[config.mk]
export PLATFORM = sky130hd
export DESIGN_NAME = jpo_top
export DESIGN_NICKNAME = d
export VERILOG_FILES = /design/src/common/jpo_pkg.sv /design/src/hw/jpo_sync.sv /design/src/hw/jpo_top.sv
export SDC_FILE = /design/constraint.sdc
export NUM_CORES = 1
export LEC_CHECK = 0
export BUFFER_PORTS_ARGS = -buffer_cell sky130_fd_sc_hd__buf_2
export CELL_PAD_IN_SITES_DETAIL_PLACEMENT = 1
export CELL_PAD_IN_SITES_GLOBAL_PLACEMENT = 1
export CORE_UTILIZATION = 44
export DETAILED_ROUTE_END_ITERATION = 10
export PLACE_DENSITY_LB_ADDON = 0.1
export SYNTH_ARGS = -nofsm -noshare
export SYNTH_HDL_FRONTEND = slang
export SYNTH_SLANG_ARGS = --single-unit
[constraint.sdc]
create_clock -name clk -period 5.4 [get_ports clk]
set_clock_uncertainty 0.05 [all_clocks]
set_input_delay 0.27 -clock clk [delete_from_list [all_inputs] [get_ports clk]]
set_output_delay 0.27 -clock clk [all_outputs]
set_load 0.01 [all_outputs]
[src/common/jpo_pkg.sv]
// Package of constants and types for the jog pulse output block.
// Functional notes
// - Reverse jog with both limits closed and forward jog off starts reverse pulses.
// - Pulse plus direction mode in reverse: pulse toggles, direction held low.
// - Separate pulse mode in reverse: forward pulse held low, reverse pulse toggles.
// - Reverse motion decreases the 32-bit current position count per pulse.
// - Releasing reverse jog stops toggling; direction or idle pulse stays low.
// - Once stopped, the current position count holds its value.
// - Reverse limit opening during reverse motion stops pulses like a normal stop.
// - A stop caused by a limit input sets the abnormal end flag.
// - Forward jog emits pulses, with direction high in pulse plus direction mode, and increases the position count.
package jpo_pkg;

    // Synchronised input bit positions.
    localparam int IN_W = 4;
    localparam int IN_FWD_LIM = 0;
    localparam int IN_REV_LIM = 1;
    localparam int IN_JOG_FWD = 2;
    localparam int IN_JOG_REV = 3;

    // Register byte offsets.
    localparam int ADDR_W = 5;
    localparam logic [4:0] OFF_CTRL = 5'h00;
    localparam logic [4:0] OFF_HALF = 5'h04;
    localparam logic [4:0] OFF_STATUS = 5'h08;
    localparam logic [4:0] OFF_MASK = 5'h0C;
    localparam logic [4:0] OFF_POS = 5'h10;

    // Field positions.
    localparam int CTRL_SEP = 0;
    localparam int EV_W = 3;
    localparam int EV_ABN = 0;
    localparam int EV_START = 1;
    localparam int EV_STOP = 2;
    localparam int STAT_BUSY = 8;
    localparam int STAT_DIR = 9;

    // Reset values.
    localparam logic CTRL_RST = 1'h0;
    localparam logic [2:0] MASK_RST = 3'h0;
    localparam logic [31:0] POS_RST = 32'h0000_0000;

    // Timing: default jog rate, expressed as half a pulse period in clocks.
    localparam int CLK_HZ = 25_000_000;
    localparam int JOG_FREQ_HZ = 30_000;
    localparam logic [15:0] HALF_PERIOD_RST =
        16'(CLK_HZ / (2 * JOG_FREQ_HZ));

    typedef enum logic [1:0] {ST_IDLE, ST_FWD, ST_REV} jpo_state_t;

endpackage : jpo_pkg

[src/hw/jpo_sync.sv]
// Three-stage input synchroniser with agreement filter for pin inputs.
`timescale 1ns/10ps
`default_nettype none
module jpo_sync
(
    input wire logic clk,
    input wire logic rst,
    input wire logic [jpo_pkg::IN_W-1:0] pin,
    output logic [jpo_pkg::IN_W-1:0] level
);

    logic [jpo_pkg::IN_W-1:0] s1;
    logic [jpo_pkg::IN_W-1:0] s2;
    logic [jpo_pkg::IN_W-1:0] s3;

    genvar i;
    generate
        for (i = 0; i < jpo_pkg::IN_W; i++)
        begin : g_bit
            // The filtered level moves only when stages two and three agree.
            always_ff @(posedge clk or posedge rst)
            begin
                if (rst)
                begin
                    s1[i] <= 1'h0;
                    s2[i] <= 1'h0;
                    s3[i] <= 1'h0;
                    level[i] <= 1'h0;
                end
                else
                begin
                    s1[i] <= pin[i];
                    s2[i] <= s1[i];
                    s3[i] <= s2[i];
                    if (s2[i] == s3[i])
                    begin
                        level[i] <= s3[i];
                    end
                end
            end
        end
    endgenerate

endmodule : jpo_sync
`default_nettype wire

[src/hw/jpo_top.sv]
// Jog pulse generator with position count, limit stop and register slave.
//
// Our own choices: the Avalon-MM slave port and the register addresses.
`timescale 1ns/10ps
`default_nettype none
module jpo_top
(
    input wire logic clk,
    input wire logic rst,
    input wire logic [4:0] avs_address,
    input wire logic avs_read,
    input wire logic avs_write,
    input wire logic [31:0] avs_writedata,
    input wire logic [3:0] avs_byteenable,
    output logic [31:0] avs_readdata,
    output logic avs_waitrequest,
    input wire logic fwd_limit_in,
    input wire logic rev_limit_in,
    input wire logic jog_fwd_in,
    input wire logic jog_rev_in,
    output logic pulse_out,
    output logic dir_out,
    output logic fwd_pulse_out,
    output logic rev_pulse_out,
    output logic abnormal_end_flag,
    output logic [31:0] current_position_count,
    output logic irq
);

    typedef struct packed {
        jpo_pkg::jpo_state_t state;
        logic ctrl_sep;
        logic sep;
        logic dir;
        logic phase;
        logic [15:0] half_period;
        logic [15:0] cnt;
        logic [31:0] position;
        logic [2:0] status;
        logic [2:0] mask;
        logic waitrequest;
        logic [31:0] readdata;
        logic pulse_out;
        logic dir_out;
        logic fwd_pulse_out;
        logic rev_pulse_out;
        logic irq;
    } jpo_regs_t;

    jpo_regs_t s;
    jpo_regs_t next_s;
    logic [jpo_pkg::IN_W-1:0] in_lvl;
    logic fwd_lim;
    logic rev_lim;
    logic jog_fwd;
    logic jog_rev;
    logic wr_en;
    logic [2:0] ev_set;
    logic [15:0] hp_last;
    logic running;
    logic [31:0] rd_mux;

    jpo_sync u_sync
    (
        .clk(clk),
        .rst(rst),
        .pin({jog_rev_in, jog_fwd_in, rev_limit_in, fwd_limit_in}),
        .level(in_lvl)
    );

    // Limits read high while the normally closed contact is intact.
    assign fwd_lim = in_lvl[jpo_pkg::IN_FWD_LIM];
    assign rev_lim = in_lvl[jpo_pkg::IN_REV_LIM];
    assign jog_fwd = in_lvl[jpo_pkg::IN_JOG_FWD];
    assign jog_rev = in_lvl[jpo_pkg::IN_JOG_REV];

    always_comb
    begin
        next_s = s;
        ev_set = 3'h0;
        wr_en = avs_write && !s.waitrequest;
        rd_mux = 32'h0000_0000;
        running = 1'h0;
        hp_last = (s.half_period == 16'h0000) ? 16'h0000
                                              : s.half_period - 16'h0001;

        case (avs_address)
            jpo_pkg::OFF_CTRL: rd_mux[jpo_pkg::CTRL_SEP] = s.ctrl_sep;
            jpo_pkg::OFF_HALF: rd_mux[15:0] = s.half_period;
            jpo_pkg::OFF_STATUS:
            begin
                rd_mux[2:0] = s.status;
                rd_mux[jpo_pkg::STAT_BUSY] = (s.state != jpo_pkg::ST_IDLE);
                rd_mux[jpo_pkg::STAT_DIR] = s.dir;
            end
            jpo_pkg::OFF_MASK: rd_mux[2:0] = s.mask;
            jpo_pkg::OFF_POS: rd_mux = s.position;
            default: rd_mux = 32'h0000_0000;
        endcase

        // One wait cycle, then the answer stands for one edge.
        if ((avs_read || avs_write) && s.waitrequest)
        begin
            next_s.waitrequest = 1'h0;
            next_s.readdata = rd_mux;
        end
        else
        begin
            next_s.waitrequest = 1'h1;
        end

        if (wr_en)
        begin
            case (avs_address)
                jpo_pkg::OFF_CTRL:
                begin
                    if (avs_byteenable[0])
                    begin
                        next_s.ctrl_sep = avs_writedata[jpo_pkg::CTRL_SEP];
                    end
                end
                jpo_pkg::OFF_HALF:
                begin
                    if (avs_byteenable[0])
                    begin
                        next_s.half_period[7:0] = avs_writedata[7:0];
                    end
                    if (avs_byteenable[1])
                    begin
                        next_s.half_period[15:8] = avs_writedata[15:8];
                    end
                end
                jpo_pkg::OFF_STATUS:
                begin
                    if (avs_byteenable[0])
                    begin
                        next_s.status = s.status & ~avs_writedata[2:0];
                    end
                end
                jpo_pkg::OFF_MASK:
                begin
                    if (avs_byteenable[0])
                    begin
                        next_s.mask = avs_writedata[2:0];
                    end
                end
                default: next_s.mask = next_s.mask;
            endcase
        end

        case (s.state)
            jpo_pkg::ST_IDLE:
            begin
                // Opposite jogs together start nothing.
                if (jog_fwd && !jog_rev && fwd_lim && rev_lim)
                begin
                    next_s.state = jpo_pkg::ST_FWD;
                    next_s.dir = 1'h1;
                end
                else if (jog_rev && !jog_fwd && fwd_lim && rev_lim)
                begin
                    next_s.state = jpo_pkg::ST_REV;
                    next_s.dir = 1'h0;
                end
                if (next_s.state != jpo_pkg::ST_IDLE)
                begin
                    // The output mode is frozen for the whole move.
                    next_s.sep = s.ctrl_sep;
                    next_s.cnt = 16'h0000;
                    next_s.phase = 1'h0;
                    ev_set[jpo_pkg::EV_START] = 1'h1;
                end
            end
            jpo_pkg::ST_FWD, jpo_pkg::ST_REV:
            begin
                if ((s.state == jpo_pkg::ST_FWD && !fwd_lim)
                    || (s.state == jpo_pkg::ST_REV && !rev_lim))
                begin
                    next_s.state = jpo_pkg::ST_IDLE;
                    next_s.phase = 1'h0;
                    ev_set[jpo_pkg::EV_ABN] = 1'h1;
                    ev_set[jpo_pkg::EV_STOP] = 1'h1;
                end
                else if ((s.state == jpo_pkg::ST_FWD && (!jog_fwd || jog_rev))
                    || (s.state == jpo_pkg::ST_REV
                        && (!jog_rev || jog_fwd)))
                begin
                    next_s.state = jpo_pkg::ST_IDLE;
                    next_s.phase = 1'h0;
                    ev_set[jpo_pkg::EV_STOP] = 1'h1;
                end
                else if (s.cnt >= hp_last)
                begin
                    next_s.cnt = 16'h0000;
                    next_s.phase = !s.phase;
                    // Count on the rising half so each pulse counts once.
                    if (!s.phase)
                    begin
                        if (s.state == jpo_pkg::ST_FWD)
                        begin
                            next_s.position = s.position + 32'h0000_0001;
                        end
                        else
                        begin
                            next_s.position = s.position - 32'h0000_0001;
                        end
                    end
                end
                else
                begin
                    next_s.cnt = s.cnt + 16'h0001;
                end
            end
            default: next_s.state = jpo_pkg::ST_IDLE;
        endcase

        // A new event outranks a clear written in the same cycle.
        next_s.status = next_s.status | ev_set;

        running = (next_s.state != jpo_pkg::ST_IDLE);
        next_s.pulse_out = running && !next_s.sep && next_s.phase;
        next_s.fwd_pulse_out = running && next_s.sep && next_s.phase
            && (next_s.state == jpo_pkg::ST_FWD);
        next_s.rev_pulse_out = running && next_s.sep && next_s.phase
            && (next_s.state == jpo_pkg::ST_REV);
        next_s.dir_out = !next_s.sep && next_s.dir;
        next_s.irq = |(next_s.status & next_s.mask);
    end

    always_ff @(posedge clk or posedge rst)
    begin
        if (rst)
        begin
            s <= '0;
            s.state <= jpo_pkg::ST_IDLE;
            s.ctrl_sep <= jpo_pkg::CTRL_RST;
            s.half_period <= jpo_pkg::HALF_PERIOD_RST;
            s.position <= jpo_pkg::POS_RST;
            s.mask <= jpo_pkg::MASK_RST;
            s.waitrequest <= 1'h1;
        end
        else
        begin
            s <= next_s;
        end
    end

    assign avs_readdata = s.readdata;
    assign avs_waitrequest = s.waitrequest;
    assign pulse_out = s.pulse_out;
    assign dir_out = s.dir_out;
    assign fwd_pulse_out = s.fwd_pulse_out;
    assign rev_pulse_out = s.rev_pulse_out;
    assign abnormal_end_flag = s.status[jpo_pkg::EV_ABN];
    assign current_position_count = s.position;
    assign irq = s.irq;

    property p_rev_start;
        @(posedge clk) disable iff (rst)
        (s.state == jpo_pkg::ST_IDLE) && jog_rev && !jog_fwd && fwd_lim
            && rev_lim |=> (s.state == jpo_pkg::ST_REV) && !s.dir;
    endproperty
    a_rev_start: assert property (p_rev_start)
        else $error("reverse jog did not start reverse motion");

    property p_rev_dir_low;
        @(posedge clk) disable iff (rst)
        (s.state == jpo_pkg::ST_REV) |-> !dir_out;
    endproperty
    a_rev_dir_low: assert property (p_rev_dir_low)
        else $error("direction high during reverse motion");

    property p_sep_rev;
        @(posedge clk) disable iff (rst)
        (s.state == jpo_pkg::ST_REV) && s.sep
            |-> !fwd_pulse_out && !pulse_out;
    endproperty
    a_sep_rev: assert property (p_sep_rev)
        else $error("forward pulse active in separate reverse move");

    property p_rev_dec;
        @(posedge clk) disable iff (rst)
        (s.state == jpo_pkg::ST_REV) && $rose(pulse_out || rev_pulse_out)
            |-> current_position_count
                == $past(current_position_count) - 32'h0000_0001;
    endproperty
    a_rev_dec: assert property (p_rev_dec)
        else $error("reverse pulse did not decrement position");

    property p_rev_release;
        @(posedge clk) disable iff (rst)
        (s.state == jpo_pkg::ST_REV) && !jog_rev
            |=> (s.state == jpo_pkg::ST_IDLE) && !pulse_out
                && !rev_pulse_out && !dir_out;
    endproperty
    a_rev_release: assert property (p_rev_release)
        else $error("reverse jog release did not stop pulses");

    property p_idle_hold;
        @(posedge clk) disable iff (rst)
        (s.state == jpo_pkg::ST_IDLE) |=> $stable(current_position_count);
    endproperty
    a_idle_hold: assert property (p_idle_hold)
        else $error("position changed while stopped");

    property p_limit_stop;
        @(posedge clk) disable iff (rst)
        (s.state == jpo_pkg::ST_REV) && !rev_lim
            |=> (s.state == jpo_pkg::ST_IDLE) ##1
                (s.state == jpo_pkg::ST_IDLE) && !rev_pulse_out;
    endproperty
    a_limit_stop: assert property (p_limit_stop)
        else $error("reverse limit did not stop motion");

    property p_limit_flag;
        @(posedge clk) disable iff (rst)
        ((s.state == jpo_pkg::ST_FWD) && !fwd_lim)
            || ((s.state == jpo_pkg::ST_REV) && !rev_lim)
            |=> abnormal_end_flag;
    endproperty
    a_limit_flag: assert property (p_limit_flag)
        else $error("limit stop did not set abnormal end flag");

    property p_fwd_inc;
        @(posedge clk) disable iff (rst)
        (s.state == jpo_pkg::ST_FWD) && $rose(pulse_out || fwd_pulse_out)
            |-> current_position_count
                == $past(current_position_count) + 32'h0000_0001
                && (s.sep || dir_out);
    endproperty
    a_fwd_inc: assert property (p_fwd_inc)
        else $error("forward pulse did not increment position");

    property p_step_one;
        @(posedge clk) disable iff (rst)
        $changed(current_position_count)
            |-> (current_position_count - $past(current_position_count)
                    == 32'h0000_0001)
                || ($past(current_position_count) - current_position_count
                    == 32'h0000_0001);
    endproperty
    a_step_one: assert property (p_step_one)
        else $error("position moved by more than one count");

    c_rev_move: cover property (@(posedge clk) disable iff (rst)
        $rose(rev_pulse_out));
    c_rev_limit: cover property (@(posedge clk) disable iff (rst)
        $rose(abnormal_end_flag));
    c_fwd_move: cover property (@(posedge clk) disable iff (rst)
        (s.state == jpo_pkg::ST_FWD) && $rose(pulse_out));

endmodule : jpo_top
`default_nettype wire
Word-level counts from Yosys, hierarchy flattened
Index checks and enable logic that the tools add are counted.
- mux-type cells: 43
- $lt $le $gt $ge: 1
- add/sub/neg operators: 4
- bitwise gates (word level): 7
- reduce and logical (&&, ||, !) cells: 45
- equality and inequality tests: 15
- operator list (operator ; count):
    32-bit 2-to-1 mux ; 3
    48-bit 2-to-1 mux ; 2
    16-bit 2-to-1 mux ; 4
    32-bit by 1-bit adder with 32-bit output (second input constant) ; 1
    16-bit one-hot mux with 2 select lines ; 1
    32-bit by 1-bit subtractor with 32-bit output (second input constant) ; 1
    1-bit logical AND ; 19
    16-bit by 1-bit adder with 16-bit output (second input constant) ; 1
    16-bit >= comparator ; 1
    16-bit logical NOT ; 1
    16-bit by 1-bit subtractor with 16-bit output (second input constant) ; 1
    1-bit 2-to-1 mux ; 15
    2-bit 2-to-1 mux ; 6
    3-bit 2-to-1 mux ; 4
    6-bit one-hot mux with 2 select lines ; 1
    5-bit by 4-bit == test with 1-bit output (second input constant) ; 2
    5-bit one-hot mux with 2 select lines ; 1
    3-bit AND reduction ; 3
    2-bit one-hot mux with 4 select lines ; 1
    2-bit nonzero test ; 4
    1-bit logical NOT ; 7
    3-bit AND ; 2
    6-bit 2-to-1 mux ; 1
    2-bit inequality test (second input constant) ; 3
    other kinds (19) ; 30
- register bits after elaboration: 130
- input bits: 49
- output and inout port bits: 71
- logic and storage cells: 149

Depth between registers and ports, before layout
- depth in word-level cells: 13
- mapped depth: 20
- mapped depth without buffers: 20

By module
From an unflattened synthesis, not the netlist that was laid out.
- cell total of the unflattened synthesis: 916
- area, all modules: 8305.5 um^2
- modules (own cells, without submodules) (module ; instances ; sequential area each (um^2) ; area each (um^2) ; cells each):
    jpo_top ; 1 ; 2857.7 ; 7856.3 ; 895
    jpo_sync ; 1 ; 400.4 ; 449.2 ; 21

Least setup slack after synthesis
No wires, ideal clock.
- path kind: reg-to-reg
- from: reg s[96] (netlist bit)
- to: reg s (netlist bit current_position_count[31])
- arrival: 3729 ps
- clock period less this slack: 3904 ps
- required time: 5225 ps
- setup slack: 1496 ps
- stages on the path, launching flop included: 20
- path through: dfrtp_1 -> or4_1 -> nor3_1 -> nand4b_1 -> and2_1 -> ha_1 -> nand2b_1 -> a21o_1 -> a21oi_1 -> o21ai_0 -> a31o_1 -> a21oi_1 -> nor2_1 -> nor2_1 -> o21ai_0 -> ha_1 -> nand2_1 -> buf_2 -> nor2_1 -> xor2_1
- word-level cells in the longest chain between the ends: 4
- elaborated cells on any way between the ends: 5
- classes of those cells: add/sub: 1; order compare: 1; mux: 1; reduce/logical: 2
- ends and longest elaborated chain (what ; line ; RTL):
    start: declaration ; jpo_top.sv:50 ; jpo_regs_t s;
    start signal: assignment ; jpo_top.sv:244 ; s <= next_s;
    16-bit by 1-bit subtractor with 16-bit output / 16-bit logical NOT (equally long branches) ; jpo_top.sv:85, jpo_top.sv:84 ;
    16-bit 2-to-1 mux (*) ; jpo_top.sv:84 ; hp_last = (s.half_period == 16'h0000) ? 16'h0000
    16-bit >= comparator (*) ; jpo_top.sv:192 ; else if (s.cnt >= hp_last)
    5-bit AND reduction (no line) (*) ; n/a ;
Mark *: on every way between the ends. The rest lies on a longest branch, timed or not.
A chain may end at the register's enable or synchronous reset.

Final worst setup path
- from: reg s[94] (netlist bit)
- to: reg s (netlist bit current_position_count[1])
The elaborated chain is that of the path after synthesis.

==> impl_metrics.env <==
export IMPL_synth_compound_area_frac=0.185
export IMPL_ys_async_sr_fraction=1.00
export IMPL_min_path_type="input port to flip-flop"
export IMPL_yosysUniqueCellTypes=69
export IMPL_ant_nets=0
export IMPL_synth_top_family_by_area="compound AO/OA/AOI/OAI gates"
export IMPL_cts_tree="done"
export IMPL_routabilityCongestion=0.865
export IMPL_ys_flop_type="dfrtp_1"
export IMPL_track_usage=0.245
export IMPL_nets=1018
export IMPL_area_growth_pct=11.0
export IMPL_synthMuxAreaShare=0.0340
export IMPL_drc_errors=0
export IMPL_antenna_found_initial=1
export IMPL_crit_fanout=17
export IMPL_final_common_cell="nand2_1"
export IMPL_fp_coreArea_um2=18000
export IMPL_tightestPinTransition_ps=1080
export IMPL_clk_path_buf_depth=2
export IMPL_num_rows=49
export IMPL_multi_input_area_um2=4180
export IMPL_path_clk_slew_ps=60
export IMPL_dp_hpwl_mm=16.3
export IMPL_final_cell_mix="nand2_1, dfrtp_1, buf_2"
export IMPL_yosys_area_top_type_share=0.388
export IMPL_clkLatencyLatePin_ps=430
export IMPL_powerDensity_nw_per_um2=589
export IMPL_crit_arrival_ps=4860
export IMPL_first_global_vias=6745
export IMPL_cts_sinks=130
export IMPL_cp_data_required_time_ps=5660
export IMPL_worstSetupPathType="flip-flop to flip-flop"
export IMPL_fmax_mhz=218
export IMPL_area_sequential_um2=3260
export IMPL_synthTopCellsByArea="dfrtp_1, ha_1, buf_4"
export IMPL_power_leakage_nw=4.40
export IMPL_min_period_ps=4590
export IMPL_post_cts_buffers=0
export IMPL_synth_simple_area_share=0.155
export IMPL_vdd_drop_max_mv=0.315
export IMPL_ioPinCount=120
export IMPL_synth_nets=980
export IMPL_tns_ps=0
export IMPL_hold_viol=0
export IMPL_hold_ws_ps=33.2
export IMPL_place_port_buffers=101
export IMPL_cap_violations=0
export IMPL_endpoint_kind="flip-flop"
export IMPL_grt_overflow=0
export IMPL_ys_warnings_count=0
export IMPL_syn_inst=876
export IMPL_synth_edf_count=0
export IMPL_finalCritPeriodShare=0.851
export IMPL_wl_per_cell_um=19.0
export IMPL_n_fill_cell=2083
export IMPL_syn_area_um2=8130
export IMPL_first_iter_violations=304
export IMPL_initial_core_util=0.451
export IMPL_avgViaCountPerCell=5.59
export IMPL_die_w_um=138
export IMPL_slew_headroom=0.278
export IMPL_yosysSeqAreaShare=0.401
export IMPL_ys_seq_elements=130
export IMPL_setup_violations_final=0
export IMPL_grt_pass1_wl_mm=35.7
export IMPL_grt_max_degree=88
export IMPL_die_y_um=138
export IMPL_vias=6466
export IMPL_synth_largest_area_cell="dfrtp_1"
export IMPL_syn_avg_cell_area_um2=9.29
export IMPL_slew_viol_final=0
export IMPL_htreeDepth=4
export IMPL_cts_root_buf="clkbuf_16"
export IMPL_grt_setup_unrepaired="false"
export IMPL_dr_pass1_iters=4
export IMPL_status="completed"
export IMPL_synth_xor_area_share=0.0474
export IMPL_die_area_um2=19000
export IMPL_worstSetupStartpointType="flip-flop"
export IMPL_cts_made_buffers=17
export IMPL_synthAdderAreaFrac=0.0904
export IMPL_drt_wl_total_mm=22.0
export IMPL_drive_gt1_frac=0.200
-- where the power goes --
group	leakage (nW)	internal [mW]	switching, mW	total (mW)
clock network	0.288	0.657	0.508	1.16
logic	2.42	1.14	1.66	2.80
registers	1.68	1.14	0.215	1.35
total	4.40	2.93	2.39	5.32
-- cells in the mapped netlist (all sizes together) (15+ instances only) --
cell type / count
nand2: 131
dfrtp: 126
o21ai: 100
buf: 75
ha: 54
a21oi: 43
nor2: 33
a21o: 26
xor2: 24
inv: 23
mux2: 21
clkbuf: 20
xnor2: 20
nand3: 15
-- critical path, stage by stage (launching register included) --
cell and delay (ps):
dfrtp_1 450, or4_1 600, nor3_1 360, nand4b_1 140, buf_4 200, and2_1 170
ha_1 260, nand2b_1 150, a21o_1 170, a21oi_1 130, o21ai_0 90, a31o_1 240
a21oi_1 140, nor2_1 50, nor2_1 80, o21ai_0 100, ha_1 190, nand2_1 490
mux2_2 400
-- flip-flops by register name (all words and copies together), names as in the netlist --
register and count:
abnormal_end_flag 1, avs_readdata 32, avs_waitrequest 1, current_position_count 32, dir_out 1, fwd_pulse_out 1
irq 1, pulse_out 1, rev_pulse_out 1, s 43, u_sync.level 4, u_sync.s1 4
u_sync.s2 4, u_sync.s3 4
-- stage by stage --
step	setup WS (ps)	area, um^2	power [mW]	instances	util
after floorplan	1500	8130	3.57	876	-
after global placement	914	8400	4.02	1120	0.466
after detailed placement	790	8400	4.14	1120	0.466
after CTS	756	9020	5.36	1156	0.501
after global routing	503	9020	5.74	1156	0.501
final	805	9030	5.32	1157	0.501
-- final timing paths --
kind                                   start                   endpoint  slack [ps]  cells past startpoint
hold / removal             avs_writedata[11]                     s[103]          30                      2
max in group asynchronous                rst                     s[107]        4000                      3
min in group asynchronous                rst                        irq          50                      2
setup reg to reg                       s[94]  current_position_count[1]         810                     18
hold reg to reg                 u_sync.s1[0]               u_sync.s2[0]         300                      0
setup / recovery                       s[94]  current_position_count[1]         810                     18
-- final cells by class --
class                   count  share of cell area
inverters                  23             0.00984
diodes                      1            0.000277
flip-flops and latches    130               0.361
well taps                 229              0.0317
clock buffers              17              0.0471
clock inverters            15              0.0179
multi-input cells         628               0.463
repair buffers            114              0.0693
-- cell families after synthesis --
family / Yosys count
compound gates: 235
xor+xnor: 44
fa+ha+maj: 59
buf+inv: 118
flops: 130
mux: 25
simple gates: 265
-- what timing repair did --
| action | in CTS | in global routing |
|---|---|---|
| hold buffers | 4 | 0 |
| hold endpoints to repair | 4 | 0 |
| resized for setup | 0 | 0 |
-- metal layers --
layer	wire (um)	GRT usage	share of wire	vias up
met5	0	0	0	-
met4	386	0.0707	0.018	0
met3	821	0.0468	0.037	33
met2	10500	0.407	0.48	122
met1	10300	0.324	0.47	3198
li1	-	-	-	3113
Power figures use the tool's default switching activity.
